<file path="config.mk">
export PLATFORM = sky130hd
export DESIGN_NAME = parallel_port_epp_registers
export DESIGN_NICKNAME = d
export VERILOG_FILES = /design/src/verilog/pport_pkg.sv /design/src/verilog/parallel_port_epp_registers.sv
export VERILOG_INCLUDE_DIRS = /design/src /design/src/verilog
export SDC_FILE = /design/constraint.sdc
export NUM_CORES = 1
export LEC_CHECK = 0
export BUFFER_PORTS_ARGS = -buffer_cell sky130_fd_sc_hd__buf_2
export CAP_MARGIN = 5
export CELL_PAD_IN_SITES_DETAIL_PLACEMENT = 0
export CELL_PAD_IN_SITES_GLOBAL_PLACEMENT = 2
export CORE_MARGIN = 3
export CORE_UTILIZATION = 32
export DETAILED_ROUTE_END_ITERATION = 7
export GPL_TIMING_DRIVEN = 0
export PLACE_DENSITY_LB_ADDON = 0.3
export SLEW_MARGIN = 5
export SYNTH_ARGS = -nofsm -noshare
export SYNTH_HDL_FRONTEND = slang
export SYNTH_SLANG_ARGS = --single-unit
</file>
<file path="constraint.sdc">
create_clock -name core_clk -period 3.6 [get_ports core_clk]
set_input_delay 0.18 -clock core_clk [delete_from_list [all_inputs] [get_ports core_clk]]
set_output_delay 0.18 -clock core_clk [all_outputs]
set_load 0.01 [all_outputs]
</file>
<file path="src/verilog/pport_consts.svh">
// Register offsets, field positions, reset values and timing counts.
`ifndef PPORT_CONSTS_SVH
`define PPORT_CONSTS_SVH

// Register indices; the byte address on the bus is four times the index.
`define IDX_PRINT_DATA 4'h0
`define IDX_PRINTER_CONDITION 4'h1
`define IDX_PRINTER_CONTROL 4'h2
`define IDX_EPP_ADDRESS 4'h3
`define IDX_EPP_DATA_0 4'h4
`define IDX_EPP_DATA_3 4'h7
`define IDX_PORT_MODE 4'h8

// Control field positions.
`define CTL_STROBE 0
`define CTL_AUTO_LINEFEED 1
`define CTL_INIT_N 2
`define CTL_SELECT 3
`define CTL_IRQ_EN 4
`define CTL_DIR 5

// Status field positions.
`define STS_TIMEOUT 0

// Reset values: strobe, autofeed and select off, init released, output.
`define CTL_RESET 6'h04
`define DATA_RESET 8'h00
`define IDLE_BUS 8'hFF

// Watchdog: 10 us at a 50 ns clock.
`define EPP_TIMEOUT_NS 10000
`define CLK_PERIOD_NS 50
`define EPP_TIMEOUT_CYC (`EPP_TIMEOUT_NS / `CLK_PERIOD_NS)

`endif

</file>
<file path="src/verilog/pport_pkg.sv">
// Types shared by the parallel port register block.
package pport_pkg;
   // Operating modes of the port, chosen by software configuration.
   typedef enum logic [1:0] {
      MODE_SPP,
      MODE_BPP,
      MODE_EPP,
      MODE_ECP
   } port_mode_t;

   // Bus slave and EPP cycle sequencer states.
   typedef enum logic [2:0] {
      ST_IDLE,
      ST_RESP,
      ST_EPP_READY,
      ST_EPP_PULSE
   } seq_state_t;
endpackage : pport_pkg

</file>
<file path="src/verilog/parallel_port_epp_registers.sv">
// Parallel printer port with EPP address/data windows behind Avalon-MM.
//
// Summary of operation
// - Modes SPP, BPP, EPP, ECP share one bus.
// - Four address bits select nine registers.
// - EPP windows run an EPP cycle only in EPP mode; in other modes they read 0xFF.
// - Data read returns the printer data latch.
// - Status byte packs printer pins and timeout.
// - Bit 6 mirrors the live acknowledge pin.
// - EPP cycle over 10 us sets timeout.
// - Writing 1 clears timeout, 0 ignored.
// - Control write stores six control bits.
// - Control readback: ones above, settings below.
// - EPP reuses strobe, autofeed, select pins.
// - Paper end, online, fault shown as status.
// - Watchdog aborts cycle when wait stays high or low.
// - Direction bit sets bus input or output outside SPP mode.
// - Acknowledge rising edge interrupts when enabled.
// - EPP cycle starts on wait low, ends high.
//
// The implementer's own choices: register access over Avalon-MM and the placing of the registers.
`include "pport_consts.svh"

module parallel_port_epp_registers (
   // Clock and synchronous reset.
   input wire logic core_clk,
   input wire logic reset_n,
   // Avalon-MM register slave.
   input wire logic [5:0] avs_address,
   input wire logic avs_read,
   input wire logic avs_write,
   input wire logic [31:0] avs_writedata,
   output logic [31:0] avs_readdata,
   output logic avs_waitrequest,
   // Eight-bit two-way printer data bus.
   input wire logic [7:0] parallel_bus_in,
   output logic [7:0] parallel_bus_out,
   output logic parallel_bus_oe,
   // Printer control pins, all active low at the connector.
   output logic strobe_out_n,
   output logic auto_linefeed_out_n,
   output logic select_printer_out_n,
   output logic peripheral_initialize_n,
   // Printer condition pins.
   input wire logic busy_in,
   input wire logic ack_n_in,
   input wire logic media_empty_in,
   input wire logic printer_online_in,
   input wire logic fault_n_in,
   // Acknowledge interrupt, one-cycle pulse.
   output logic ack_irq
);
   import pport_pkg::*;

   // Sequencer state and bus answer.
   seq_state_t state_reg, state_next;
   logic [31:0] rdata_reg, rdata_next;
   logic wait_reg, wait_next;
   // Software-visible registers.
   logic [7:0] data_reg, data_next;
   logic [5:0] ctl_reg, ctl_next;
   logic timeout_reg, timeout_next;
   port_mode_t mode_reg, mode_next;
   // EPP cycle context: direction, address or data, write byte.
   logic epp_write_reg, epp_write_next;
   logic epp_addr_reg, epp_addr_next;
   logic [7:0] epp_wdata_reg, epp_wdata_next;
   logic [7:0] timer_reg, timer_next;
   // Registered pins.
   logic [7:0] bus_out_reg, bus_out_next;
   logic bus_oe_reg, bus_oe_next;
   logic stb_reg, stb_next;
   logic afd_reg, afd_next;
   logic sel_pin_reg, sel_pin_next;
   logic init_reg, init_next;
   logic ack_prev_reg, ack_prev_next;
   logic irq_reg, irq_next;
   // Decoded request.
   logic [3:0] idx;
   logic req;

   // Status byte assembled from live pins and the timeout flag.
   function automatic logic [7:0] status_byte(input logic busy,
                                              input logic ack_n,
                                              input logic empty,
                                              input logic online,
                                              input logic err_n,
                                              input logic tmo);
      // printer condition
      // Bit 7 reads the inverse of busy, so 0 means the printer is busy.
      status_byte = {~busy, ack_n, empty, online, err_n, 2'b11, tmo};
   endfunction : status_byte

   // True for the address window and the four data windows.
   function automatic logic is_epp_window(input logic [3:0] i);
      is_epp_window = (i >= `IDX_EPP_ADDRESS) && (i <= `IDX_EPP_DATA_3);
   endfunction : is_epp_window

   assign idx = avs_address[5:2];
   assign req = avs_read | avs_write;

   // Next-state logic for the slave, the EPP sequencer and the pins.
   always_comb
   begin
      state_next = state_reg;
      rdata_next = rdata_reg;
      wait_next = 1'b1;
      data_next = data_reg;
      ctl_next = ctl_reg;
      timeout_next = timeout_reg;
      mode_next = mode_reg;
      epp_write_next = epp_write_reg;
      epp_addr_next = epp_addr_reg;
      epp_wdata_next = epp_wdata_reg;
      timer_next = timer_reg;
      ack_prev_next = ack_n_in;
      irq_next = ctl_reg[`CTL_IRQ_EN] & ack_n_in & ~ack_prev_reg;
      case (state_reg)
         ST_IDLE:
         begin
            // A request is taken here and normally answered next cycle.
            if (req)
            begin
               state_next = ST_RESP;
               wait_next = 1'b0;
               rdata_next = 32'h0000_0000;
               if (is_epp_window(idx))
               begin
                  if (mode_reg == MODE_EPP)
                  begin
                     // Hold the answer until the EPP cycle completes.
                     state_next = ST_EPP_READY;
                     wait_next = 1'b1;
                     epp_write_next = avs_write;
                     epp_addr_next = (idx == `IDX_EPP_ADDRESS);
                     epp_wdata_next = avs_writedata[7:0];
                     timer_next = 8'h00;
                  end
                  else
                  begin
                     rdata_next = {24'h00_0000, `IDLE_BUS};
                  end
               end
               else if (avs_write)
               begin
                  case (idx)
                     `IDX_PRINT_DATA: data_next = avs_writedata[7:0];
                     `IDX_PRINTER_CONDITION:
                     begin
                        if (avs_writedata[`STS_TIMEOUT])
                        begin
                           timeout_next = 1'b0;
                        end
                     end
                     `IDX_PRINTER_CONTROL:
                     begin
                        ctl_next = avs_writedata[5:0];
                     end
                     `IDX_PORT_MODE:
                     begin
                        mode_next = port_mode_t'(avs_writedata[1:0]);
                     end
                     // Unmapped writes are acknowledged and dropped.
                     default: data_next = data_reg;
                  endcase
               end
               else
               begin
                  case (idx)
                     `IDX_PRINT_DATA:
                     begin
                        rdata_next = {24'h00_0000, data_reg};
                     end
                     `IDX_PRINTER_CONDITION:
                     begin
                        rdata_next = {24'h00_0000,
                           status_byte(busy_in, ack_n_in, media_empty_in,
                              printer_online_in, fault_n_in, timeout_reg)};
                     end
                     `IDX_PRINTER_CONTROL:
                     begin
                        rdata_next = {24'h00_0000, 3'b111, ctl_reg[4:0]};
                     end
                     `IDX_PORT_MODE: rdata_next = {30'h0000_0000, mode_reg};
                     // Unmapped reads return zero.
                     default: rdata_next = 32'h0000_0000;
                  endcase
               end
            end
         end
         // The master samples the answer at this edge and releases.
         ST_RESP: state_next = ST_IDLE;
         ST_EPP_READY:
         begin
            timer_next = timer_reg + 8'h01;
            if (timer_reg >= 8'(`EPP_TIMEOUT_CYC - 1))
            begin
               timeout_next = 1'b1;
               state_next = ST_RESP;
               wait_next = 1'b0;
               rdata_next = {24'h00_0000, parallel_bus_in};
            end
            else if (!busy_in)
            begin
               state_next = ST_EPP_PULSE;
            end
         end
         ST_EPP_PULSE:
         begin
            timer_next = timer_reg + 8'h01;
            if (busy_in)
            begin
               state_next = ST_RESP;
               wait_next = 1'b0;
               rdata_next = {24'h00_0000, parallel_bus_in};
            end
            else if (timer_reg >= 8'(`EPP_TIMEOUT_CYC - 1))
            begin
               timeout_next = 1'b1;
               state_next = ST_RESP;
               wait_next = 1'b0;
               rdata_next = {24'h00_0000, parallel_bus_in};
            end
         end
         default: state_next = ST_IDLE;
      endcase

      // direction control
      // Standard mode forces output; otherwise the direction bit decides.
      bus_oe_next = (mode_reg == MODE_SPP) | ~ctl_reg[`CTL_DIR];
      bus_out_next = data_reg;
      // Outside an EPP cycle the pins follow the control register.
      stb_next = ~ctl_reg[`CTL_STROBE];
      afd_next = ~ctl_reg[`CTL_AUTO_LINEFEED];
      sel_pin_next = ~ctl_reg[`CTL_SELECT];
      init_next = ctl_reg[`CTL_INIT_N];
      if (state_reg == ST_EPP_READY || state_reg == ST_EPP_PULSE)
      begin
         stb_next = ~epp_write_reg;
         bus_oe_next = epp_write_reg;
         bus_out_next = epp_wdata_reg;
         if (state_next == ST_EPP_PULSE)
         begin
            afd_next = epp_addr_reg;
            sel_pin_next = ~epp_addr_reg;
         end
         else
         begin
            afd_next = 1'b1;
            sel_pin_next = 1'b1;
         end
      end
   end

   // Register every state bit; reset is synchronous.
   always_ff @(posedge core_clk)
   begin
      if (!reset_n)
      begin
         state_reg <= ST_IDLE;
         rdata_reg <= 32'h0000_0000;
         wait_reg <= 1'b1;
         data_reg <= `DATA_RESET;
         ctl_reg <= `CTL_RESET;
         timeout_reg <= 1'b0;
         mode_reg <= MODE_SPP;
         epp_write_reg <= 1'b0;
         epp_addr_reg <= 1'b0;
         epp_wdata_reg <= 8'h00;
         timer_reg <= 8'h00;
         bus_out_reg <= `DATA_RESET;
         bus_oe_reg <= 1'b1;
         stb_reg <= 1'b1;
         afd_reg <= 1'b1;
         sel_pin_reg <= 1'b1;
         init_reg <= 1'b1;
         ack_prev_reg <= 1'b1;
         irq_reg <= 1'b0;
      end
      else
      begin
         state_reg <= state_next;
         rdata_reg <= rdata_next;
         wait_reg <= wait_next;
         data_reg <= data_next;
         ctl_reg <= ctl_next;
         timeout_reg <= timeout_next;
         mode_reg <= mode_next;
         epp_write_reg <= epp_write_next;
         epp_addr_reg <= epp_addr_next;
         epp_wdata_reg <= epp_wdata_next;
         timer_reg <= timer_next;
         bus_out_reg <= bus_out_next;
         bus_oe_reg <= bus_oe_next;
         stb_reg <= stb_next;
         afd_reg <= afd_next;
         sel_pin_reg <= sel_pin_next;
         init_reg <= init_next;
         ack_prev_reg <= ack_prev_next;
         irq_reg <= irq_next;
      end
   end

   // Every output comes straight from a flip-flop.
   assign avs_readdata = rdata_reg;
   assign avs_waitrequest = wait_reg;
   assign parallel_bus_out = bus_out_reg;
   assign parallel_bus_oe = bus_oe_reg;
   assign strobe_out_n = stb_reg;
   assign auto_linefeed_out_n = afd_reg;
   assign select_printer_out_n = sel_pin_reg;
   assign peripheral_initialize_n = init_reg;
   assign ack_irq = irq_reg;

endmodule : parallel_port_epp_registers

</file>
==> results of run 1 <==
## path summary, 6_finish.rpt
path                       startpoint                   endpoint  slack (ns)
max reg2reg  mode_reg[1]$_SDFFE_PN0P_  epp_addr_reg$_SDFFE_PN0P_        1.23
max          mode_reg[1]$_SDFFE_PN0P_  epp_addr_reg$_SDFFE_PN0P_        1.23
min                          ack_n_in    ack_prev_reg$_SDFF_PN1_        0.05
min reg2reg   ack_prev_reg$_SDFF_PN1_         ack_irq$_SDFF_PN0_        0.40
## synth_stat cells, drive strengths merged, types with 3 or more instances
library cell | instances | area, um^2
o22ai | 4 | 25.0
nand3b | 5 | 37.5
nor3 | 11 | 55.1
nand4 | 6 | 37.5
o2bb2ai | 4 | 35.0
mux2i | 23 | 230
nand2b | 8 | 50.1
dfxtp | 86 | 1720
o31ai | 7 | 52.6
a211oi | 3 | 22.5
or3 | 3 | 18.8
nand2 | 53 | 199
or4 | 5 | 37.5
o21ai | 8 | 40.0
clkbuf | 16 | 60.1
o21a | 3 | 22.5
a21oi | 29 | 145
nor2 | 22 | 82.6
nor4 | 5 | 37.5
buf | 11 | 53.8
nand3 | 8 | 40.0
inv | 5 | 18.8
and2 | 24 | 150
nor2b | 4 | 25.0
## stage by stage
stage	total power, mW	hold slack, ns
after detailed placement	1.11	0.380
after global routing	1.80	0.0351
after global placement	1.11	0.382
after CTS	1.75	0.0370
final	1.72	0.0543
after floorplan	1.06	0.281
## kinds of logic (layout without fill, tap and decap cells)
family,Yosys count,after routing,synth area share (%)
AOI/OAI and AO/OA,75,75,14.3
adders and majority gates,2,2,0.663
buffers and inverters,32,121,3.90
DFF,86,86,50.7
muxes,23,23,6.77
other,1,1,0.110
and+or+nand+nor,158,158,23.6
## where the power goes
group / leakage, nW / switching, mW / internal (mW) / total (mW)
Clock: 0.0918 / 0.369 / 0.262 / 0.631
Sequential: 0.695 / 0.00597 / 0.960 / 0.966
Combinational: 0.901 / 0.0777 / 0.0439 / 0.122
## cell type report
class / instances / area (um^2) / share of cell area, %
inverter: 5 / 18.8 / 0.457
timing repair buffer: 73 / 365 / 8.89
multi-input combinational: 259 / 1540 / 37.6
buffer: 27 / 114 / 2.77
tap: 133 / 166 / 4.05
clock inverter: 6 / 52.6 / 1.28
clock buffer: 10 / 128 / 3.11
sequential: 86 / 1720 / 41.9
## metal layers
metal  share of wire (%)  track usage (%)
met1                  50             22.7
met2                  45             25.8
met3                 4.1             4.03
met4                 1.0             4.51
met5                   0                0
==> impl_metrics.env, run 1 <==
export IMPL_outcome="finished, final reports clean"
export IMPL_crit_cells=5
export IMPL_rows=36
export IMPL_layout_common_cells="dfxtp_1 (86), buf_2 (77), nand2_1 (53)"
export IMPL_setup_slack_ns=1.23
export IMPL_path_buf_inv=1
export IMPL_r2r_cells=5
export IMPL_drv_cap=0
export IMPL_synth_cells=377
export IMPL_grt_pass1_vias=2827
export IMPL_first_pass_iters=4
export IMPL_largest_reg_flops=32
export IMPL_design_area_um2=4110
export IMPL_antenna_found_initial=0
export IMPL_root_buffer="clkbuf_8"
export IMPL_grt_ovfl_total=0
export IMPL_final_setup_viol_count=0
export IMPL_synth_edf_count=0
export IMPL_postCtsHoldBufs=0
export IMPL_cts_resized=0
export IMPL_worstPathCellList="or3b_1, buf_2, nor4_2, nand4_1, a21oi_1"
export IMPL_ys_async_sr_fraction_pct=0
export IMPL_nFillCells=1060
export IMPL_track_usage_pct=16.5
export IMPL_slew_viol_final=0
export IMPL_routed_via_density=4.89
export IMPL_syn_avg_cell_area_um2=9.01
export IMPL_fin_crit_sh_pct=65.7
export IMPL_dp_hpwl_um=6880
export IMPL_syn_area_um2=3400
export IMPL_clk_pin_slew_ns=0.09
export IMPL_port_buffers=73
export IMPL_pre_cts_slack_ns=1.18
export IMPL_path_class="reg -> reg"
export IMPL_crit_family="simple AND/OR/NAND/NOR gates"
export IMPL_ys_seq_elements=86
export IMPL_wire_per_inst_um=15.8
export IMPL_antennaDiodeCount=0
export IMPL_tns_ns=0
export IMPL_gp_congestion=0.841
export IMPL_critPathLaunchType="flop"
export IMPL_cpPeakStageDelay_ns=0.99
export IMPL_whs_path_depth=2
export IMPL_initial_utilization_pct=33.8
export IMPL_yosysWarnings=0
export IMPL_worst_slew_pin_slew_ns=1.23
export IMPL_grt_first_pass_wirelength_um=15000
export IMPL_cts_sinks=86
export IMPL_crit_arrival_ns=2.65
export IMPL_p_per_area_nw_per_um2=418
export IMPL_skew_ns=0.0132
export IMPL_core_area_um2=10000
export IMPL_ios=102
export IMPL_synth_cell_type_count=46
export IMPL_synth_nets=433
export IMPL_ctsHtreeMaxLevel=3
export IMPL_die_area_um2=11900
export IMPL_die_y_um=109
export IMPL_hp_class="in -> reg"
export IMPL_hold_viol=0
export IMPL_rsz0062_at_grt="no"
export IMPL_syn_to_final_growth_pct=20.9
export IMPL_place_area_um2=3930
export IMPL_cts_buffers=9
export IMPL_slew_headroom_pct=17.4
export IMPL_drtAntennaViolNets=0
export IMPL_die_w_um=109
export IMPL_worstPathRequired_ns=3.89
export IMPL_place_inst=583
export IMPL_ys_flop_type="dfxtp_1"
export IMPL_finalCriticalPeriod_ns=2.37
export IMPL_stdcell_count=599
export IMPL_drive_gt1_share_pct=20.4
export IMPL_postCtsSetupBuffers=0
export IMPL_leakagePower_nw=1.69
export IMPL_critPathMaxFanout=10
export IMPL_insertion_delay_ns=0.36
export IMPL_cts_tree="done"
export IMPL_ir_drop_v=0.000199
export IMPL_remaining_drc_errors=0
export IMPL_drtIter0Drc=199
export IMPL_ys_seq_area_share_pct=50.7
export IMPL_layout_commonest_cell="dfxtp_1"
export IMPL_finalNetCount=517
export IMPL_clock_path_buffers=2
export IMPL_finalWirelength_um=9470
export IMPL_max_freq_ghz=0.423
export IMPL_end_kind="flop"
export IMPL_grt_max_degree=17
export IMPL_routed_via_count=2930
export IMPL_final_util_pct=40.9
export IMPL_slowest_stage="nor4_2"
No activity file was read; power rests on OpenSTA's default activity.
==> run 2: changes to the inputs <==
--- a/config.mk
+++ b/config.mk
@@ -6,12 +6,13 @@
 export SDC_FILE = /design/constraint.sdc
 export NUM_CORES = 1
 export LEC_CHECK = 0
+export ABC_AREA = 1
 export BUFFER_PORTS_ARGS = -buffer_cell sky130_fd_sc_hd__buf_2
 export CAP_MARGIN = 5
 export CELL_PAD_IN_SITES_DETAIL_PLACEMENT = 0
 export CELL_PAD_IN_SITES_GLOBAL_PLACEMENT = 2
 export CORE_MARGIN = 3
-export CORE_UTILIZATION = 32
+export CORE_UTILIZATION = 28
 export DETAILED_ROUTE_END_ITERATION = 7
 export GPL_TIMING_DRIVEN = 0
 export PLACE_DENSITY_LB_ADDON = 0.3
==> constraint.sdc (replaced) <==
create_clock -name core_clk -period 2.5 [get_ports core_clk]
set_input_delay 0.125 -clock core_clk [delete_from_list [all_inputs] [get_ports core_clk]]
set_output_delay 0.125 -clock core_clk [all_outputs]
set_load 0.01 [all_outputs]
==> run 2 against run 1 <==
  * Utilization fell by 5.0 points
  * Hold slack got worse by 0.020 ns
  * Power rose by 76%
  * Sequential share of layout area fell by 4.4 points
  * First-iteration DRC count fell by 30%
  * Critical path depth rose by 4
  * Clock power rose by 120%
  * Global-route usage fell by 1.7 points
  * Critical path type unchanged
  * Critical endpoint is now avs_readdata[5]$_SDFFE_PN0P_
  * Highest routed layer unchanged
==> impl_metrics.env, run 2 <==
export IMPL_synth_cell_type_count=35
export IMPL_routed_via_density=4.34
export IMPL_syn_avg_cell_area_um2=7.34
export IMPL_cts_buffers=9
export IMPL_r2r_end="avs_readdata[5]$_SDFFE_PN0P_"
export IMPL_insertion_delay_ns=0.34
export IMPL_end_kind="flop"
export IMPL_remaining_drc_errors=0
export IMPL_die_y_um=121
export IMPL_antenna_found_initial=0
export IMPL_grt_max_degree=15
export IMPL_largest_reg_flops=32
export IMPL_p_seq_share_pct=46.3
export IMPL_synth_cells=504
export IMPL_cts_tree="done"
export IMPL_first_pass_iters=4
export IMPL_design_area_um2=4590
export IMPL_crit_arrival_ns=2.01
export IMPL_worstPathRequired_ns=2.78
export IMPL_dp_hpwl_um=7860
export IMPL_syn_area_um2=3700
export IMPL_leakagePower_nw=2.03
export IMPL_initial_utilization_pct=28.9
export IMPL_slew_viol_final=0
export IMPL_tns_ns=0
export IMPL_ios=102
export IMPL_synth_top_cells_by_count="nand2_1 (116), nor2_1 (95), dfxtp_1 (86)"
export IMPL_cts_resized=0
export IMPL_cts_sinks=86
export IMPL_drtIter0Drc=139
export IMPL_ir_drop_v=0.000361
export IMPL_synthSimpleGateAreaFrac_pct=34.7
export IMPL_synthMuxAreaShare_pct=0
export IMPL_hold_viol=0
export IMPL_ys_flop_type="dfxtp_1"
export IMPL_critPathLaunchType="flop"
export IMPL_p_int_mw=2.30
export IMPL_synth_top_area_share_pct=46.6
export IMPL_min_from="ack_n_in"
export IMPL_postCtsSetupBuffers=0
export IMPL_path_class="reg -> reg"
export IMPL_outcome="finished, final reports clean"
export IMPL_ctsHtreeMaxLevel=3
export IMPL_setup_slack_ns=0.773
export IMPL_grt_first_pass_wirelength_um=16700
export IMPL_skew_ns=0.00475
export IMPL_core_area_um2=12800
export IMPL_clock_path_buffers=2
export IMPL_yosysWarnings=0
export IMPL_final_setup_viol_count=0
export IMPL_place_area_um2=4280
export IMPL_die_w_um=121
export IMPL_rows=41
export IMPL_slew_headroom_pct=60.2
export IMPL_rsz0062_at_grt="no"
export IMPL_swShare_pct=23.9
export IMPL_drv_cap=0
export IMPL_synth_top_family_by_area="simple AND/OR/NAND/NOR gates"
export IMPL_drtAntennaViolNets=0
export IMPL_p_comb_share_pct=7.8
export IMPL_grt_ovfl_total=0
export IMPL_drive_gt1_share_pct=24.6
export IMPL_r2r_start="timer_reg[0]$_SDFFE_PN0P_"
export IMPL_power_switching_mw=0.724
export IMPL_gp_congestion=0.813
export IMPL_layout_commonest_cell="nand2_1"
export IMPL_yosysMostFrequentCell="nand2_1"
export IMPL_rrSetupSlack_ns=0.77
export IMPL_synth_fa_ha_area_share_pct=0.338
export IMPL_r2r_cells=9
export IMPL_fin_crit_sh_pct=69.1
export IMPL_antennaDiodeCount=0
export IMPL_synth_edf_count=0
export IMPL_synth_area_leaders="dfxtp_1 (47%), nand2_1 (12%), nor2_1 (9.6%), nand3_1 (4.6%), o21ai_0 (4.5%)"
export IMPL_pre_cts_slack_ns=0.770
export IMPL_track_usage_pct=14.8
export IMPL_whs_path_depth=2
export IMPL_worst_slew_pin_slew_ns=0.597
export IMPL_finalNetCount=645
export IMPL_min_to="ack_prev_reg$_SDFF_PN1_"
export IMPL_p_per_area_nw_per_um2=658
export IMPL_finalWirelength_um=10300
export IMPL_max_freq_ghz=0.579
export IMPL_root_buffer="clkbuf_16"
export IMPL_synth_compound_area_share_pct=11.2
export IMPL_holdWs_ns=0.0342
export IMPL_finalPower_mw=3.02
export IMPL_critPathMaxFanout=10
export IMPL_ys_seq_elements=86
export IMPL_finalCriticalPeriod_ns=1.73
export IMPL_ys_async_sr_fraction_pct=0
export IMPL_clockPowerShare_pct=45.9
export IMPL_postCtsHoldBufs=0
export IMPL_hp_class="in -> reg"
export IMPL_layout_common_cells="nand2_1 (116), nor2_1 (95), dfxtp_1 (86)"
export IMPL_routed_via_count=3326
export IMPL_synth_top_area_cell="dfxtp_1"
export IMPL_ys_seq_area_share_pct=46.6
export IMPL_die_area_um2=14600
export IMPL_synth_nets=560
export IMPL_syn_to_final_growth_pct=24.2
export IMPL_wire_per_inst_um=13.4
export IMPL_port_buffers=74
export IMPL_grt_pass1_vias=3207
export IMPL_clk_pin_slew_ns=0.06
export IMPL_synthXorXnorAreaFrac_pct=0
==> run 2: cell types whose count changed after synthesis, moves of 8 or more <==
cell / before / now
a21oi_1: 29 / 19
and2_1: 24 / 0
inv_1: 5 / 33
mux2i_1: 23 / 0
nand2_1: 53 / 116
nand2b_1: 8 / 0
nand3_1: 8 / 34
nor2_1: 22 / 95
nor3_1: 11 / 1
o21ai_0: 8 / 33
o21ai_1: 0 / 9
or2_2: 1 / 9
==> run 2: worst max-delay path, cell delays in order (launching register included) <==
cell and delay [ns]:
dfxtp_1 0.33, ha_1 0.25, nand2_1 0.10, nand3_1 0.07, nand2_1 0.19, nand3_2 0.24, nand2_8 0.16, inv_4 0.04
buf_6 0.14, a21oi_2 0.13
==> run 2: worst max path at each step <==
stage	cells past startpoint	startpoint	to	slack, ns
detailed placement	9	timer_reg[0]$_SDFFE_PN0P_	avs_readdata[5]$_SDFFE_PN0P_	0.77
global placement	9	timer_reg[0]$_SDFFE_PN0P_	avs_readdata[2]$_SDFFE_PN0P_	0.77
global route	9	timer_reg[0]$_SDFFE_PN0P_	avs_readdata[28]$_SDFFE_PN0P_	0.63
finish	9	timer_reg[0]$_SDFFE_PN0P_	avs_readdata[5]$_SDFFE_PN0P_	0.77
floorplan	9	timer_reg[0]$_SDFFE_PN0P_	avs_readdata[2]$_SDFFE_PN0P_	1.07
CTS	9	timer_reg[0]$_SDFFE_PN0P_	avs_readdata[5]$_SDFFE_PN0P_	0.75
==> run 2: kinds of logic after synthesis <==
group,Yosys count
and+or+nand+nor,282
adders and majority gates,1
AOI/OAI and AO/OA,73
other,1
DFF,86
buffers and inverters,61
==> run 2: area by class of cell <==
type	instances	area (um^2)
inverters	43	166
repair buffers	74	370
well taps	172	215
flip-flops and latches	86	1720
multi-input cells	357	1710
clock inverters	4	53.8
plain buffers	18	95.1
clock buffers	12	256
fillers	1397	8180
==> run 2: stage by stage <==
| step | std cells | util [%] |
|---|---|---|
| 2_1_floorplan | 504 | - |
| 3_3_place_gp | 750 | 33.5 |
| 3_5_place_dp | 750 | 33.5 |
| 4_1_cts | 766 | 36.0 |
| 5_1_grt | 766 | 36.0 |
| 6_report | 766 | 36.0 |
==> run 2: power by group through the flow <==
stage                     Combinational, mW  Clock [mW]  Sequential [mW]
final                                 0.236        1.39             1.40
after detailed placement              0.240           0             1.43
after global routing                  0.269        1.49             1.40
after floorplan                       0.142           0             1.44
after global placement                0.239           0             1.43
after CTS                             0.241        1.44             1.40
==> run 2: metal layers <==
layer	vias up	share of wire [%]	track usage [%]
met1	1473	48	19.4
met3	15	5.9	4.34
met4	0	1.8	6.30
met2	74	45	22.8
li1	1764	-	-
met5	-	0	0
==> run 3: changes to the inputs <==
--- a/config.mk
+++ b/config.mk
@@ -12,7 +12,7 @@
 export CELL_PAD_IN_SITES_DETAIL_PLACEMENT = 0
 export CELL_PAD_IN_SITES_GLOBAL_PLACEMENT = 2
 export CORE_MARGIN = 3
-export CORE_UTILIZATION = 28
+export CORE_UTILIZATION = 26
 export DETAILED_ROUTE_END_ITERATION = 7
 export GPL_TIMING_DRIVEN = 0
 export PLACE_DENSITY_LB_ADDON = 0.3
==> constraint.sdc (replaced) <==
create_clock -name core_clk -period 1.5 [get_ports core_clk]
set_input_delay 0.075 -clock core_clk [delete_from_list [all_inputs] [get_ports core_clk]]
set_output_delay 0.075 -clock core_clk [all_outputs]
set_load 0.01 [all_outputs]
==> run 3 against run 2 <==
  * Cell count up 2.7%
  * Largest cell class is now multi-input combinational cells
  * Sequential power up 66%
  * Cell area up 5.5%
  * Maximum frequency up 22%
  * Combinational power up 83%
  * First-iteration DRC count up 58%
  * Power up 66%
  * Utilization down 0.21 points
  * Highest routed layer is now met5
==> impl_metrics.env, run 3 (synthesized netlist as in run 2, its figures left out) <==
export IMPL_grt_ovfl_total=0
export IMPL_final_setup_viol_count=0
export IMPL_use_met1_pct=18.5
export IMPL_clk_pin_slew_ns=0.06
export IMPL_finalNetCount=662
export IMPL_ios=102
export IMPL_dp_hpwl_um=7940
export IMPL_skew_ns=0.00721
export IMPL_ctsHtreeMaxLevel=3
export IMPL_wire_per_inst_um=13.6
export IMPL_rrSetupSlack_ns=0.09
export IMPL_outcome="finished, final reports clean"
export IMPL_end_kind="flop"
export IMPL_worstPathRequired_ns=1.79
export IMPL_finalWirelength_um=10700
export IMPL_p_per_area_nw_per_um2=1040
export IMPL_slowest_stage="dfxtp_4"
export IMPL_place_inst=754
export IMPL_use_met3_pct=5.25
export IMPL_cts_tree="done"
export IMPL_drive_gt1_share_pct=28.5
export IMPL_grt_max_degree=15
export IMPL_antenna_found_initial=1
export IMPL_insertion_delay_ns=0.35
export IMPL_layout_common_cells="nand2_1 (114), nor2_1 (91), dfxtp_1 (82)"
export IMPL_die_w_um=125
export IMPL_stdcell_count=787
export IMPL_die_area_um2=15700
export IMPL_max_freq_ghz=0.708
export IMPL_ir_drop_v=0.000619
export IMPL_port_buffers=74
export IMPL_drtIter0Drc=219
export IMPL_worst_slew_pin_slew_ns=0.541
export IMPL_drv_cap=0
export IMPL_clockPowerShare_pct=45.1
export IMPL_busiest_layer="met2"
export IMPL_worstPathCellList="ha_4, nand2_2, nand3_2, nand2_4, nand3_4, nand2_8, inv_6, clkbuf_16, a21oi_2"
export IMPL_initial_utilization_pct=27.3
export IMPL_hold_viol=0
export IMPL_routed_via_density=4.38
export IMPL_p_int_mw=3.80
export IMPL_fin_crit_sh_pct=94.2
export IMPL_path_class="reg -> reg"
export IMPL_critPathLaunchType="flop"
export IMPL_clock_path_buffers=2
export IMPL_die_y_um=125
export IMPL_remaining_drc_errors=0
export IMPL_rows=42
export IMPL_hp_class="in -> reg"
export IMPL_grt_first_pass_wirelength_um=17500
export IMPL_gp_congestion=0.832
export IMPL_cpPeakStageDelay_ns=0.36
export IMPL_multi_input_area_um2=1770
export IMPL_core_area_um2=13600
export IMPL_nFillCells=1496
export IMPL_slew_headroom_pct=63.9
export IMPL_register_area_um2=1730
export IMPL_antennaDiodeCount=0
export IMPL_routed_via_count=3449
export IMPL_cts_sinks=86
export IMPL_first_pass_iters=5
export IMPL_swShare_pct=24.5
export IMPL_root_buffer="clkbuf_16"
export IMPL_p_comb_share_pct=8.6
export IMPL_layout_commonest_cell="nand2_1"
export IMPL_finalCriticalPeriod_ns=1.41
export IMPL_syn_to_final_growth_pct=31.1
export IMPL_p_seq_share_pct=46.3
export IMPL_leakagePower_nw=2.16
export IMPL_grt_pass1_vias=3279
export IMPL_final_util_pct=35.8
export IMPL_use_met2_pct=21.4
export IMPL_drtAntennaViolNets=0
export IMPL_crit_arrival_ns=1.70
export IMPL_largest_reg_flops=32
export IMPL_track_usage_pct=14.0
export IMPL_cts_buffers=9
export IMPL_power_switching_mw=1.23
export IMPL_critPathMaxFanout=8
export IMPL_slew_viol_final=0
[run 3: worst max-delay path, delay by kind of cell (launching register included)]
kind | cells | cell delay, ns
AOI/OAI and AO/OA | 1 | 0.11
adders and majority gates | 1 | 0.17
buffers and inverters | 2 | 0.19
DFF | 1 | 0.36
and+or+nand+nor | 5 | 0.51
[run 3: power groups by stage]
| stage | clock [mW] | combinational, mW | sequential [mW] |
|---|---|---|---|
| 6_report | 2.27 | 0.432 | 2.33 |
| 5_1_grt | 2.44 | 0.487 | 2.34 |
| 4_1_cts | 2.34 | 0.411 | 2.33 |
| 3_5_place_dp | 0 | 0.400 | 2.38 |
| 3_3_place_gp | 0 | 0.398 | 2.38 |
| 2_1_floorplan | 0 | 0.237 | 2.39 |
[run 3: final cells by class]
class                   instances  share of cell area, %
plain buffers                  18                   2.35
clock inverters                 6                   1.26
flip-flops and latches         86                   35.7
repair buffers                 91                   11.2
multi-input cells             357                   36.6
inverters                      43                   3.54
clock buffers                  10                   4.93
well taps                     176                   4.54
[run 3: final timing paths]
check / startpoint / endpoint / cells past startpoint
max: timer_reg[0]$_SDFFE_PN0P_ / avs_readdata[5]$_SDFFE_PN0P_ / 9
min: avs_writedata[4] / epp_wdata_reg[4]$_SDFFE_PN0P_ / 3
max reg2reg: timer_reg[0]$_SDFFE_PN0P_ / avs_readdata[5]$_SDFFE_PN0P_ / 9
min reg2reg: ack_prev_reg$_SDFF_PN1_ / ack_irq$_SDFF_PN0_ / 1
[run 3: timing repair]
item,4_1_cts,5_1_grt
resized for setup,10,19
pin swaps,4,8
hold buffers,5,0
gates cloned,0,1
setup endpoints to repair,44,65
endpoints found under the hold margin,5,0
setup buffers,2,9
[run 3: routing by layer]
metal,up-vias,share of wire (%)
li1,1799,-
met1,1550,48
met2,85,43
met3,13,7.0
met4,2,1.6
met5,-,0.17
[run 3: metrics by stage]
step / hold WS [ns] / worst slack, ns / cell area [um^2] / power (mW) / TNS (ns)
6_report: 0.00595 / 0.0877 / 4850 / 5.03 / 0
5_1_grt: 0.0284 / -0.000549 / 4850 / 5.26 / -0.000549
3_3_place_gp: 0.337 / -0.233 / 4290 / 2.78 / -6.88
4_1_cts: 0.000115 / -0.00495 / 4700 / 5.08 / -0.00495
3_5_place_dp: 0.337 / -0.229 / 4290 / 2.78 / -6.83
2_1_floorplan: 0.182 / 0.0672 / 3700 / 2.63 / 0
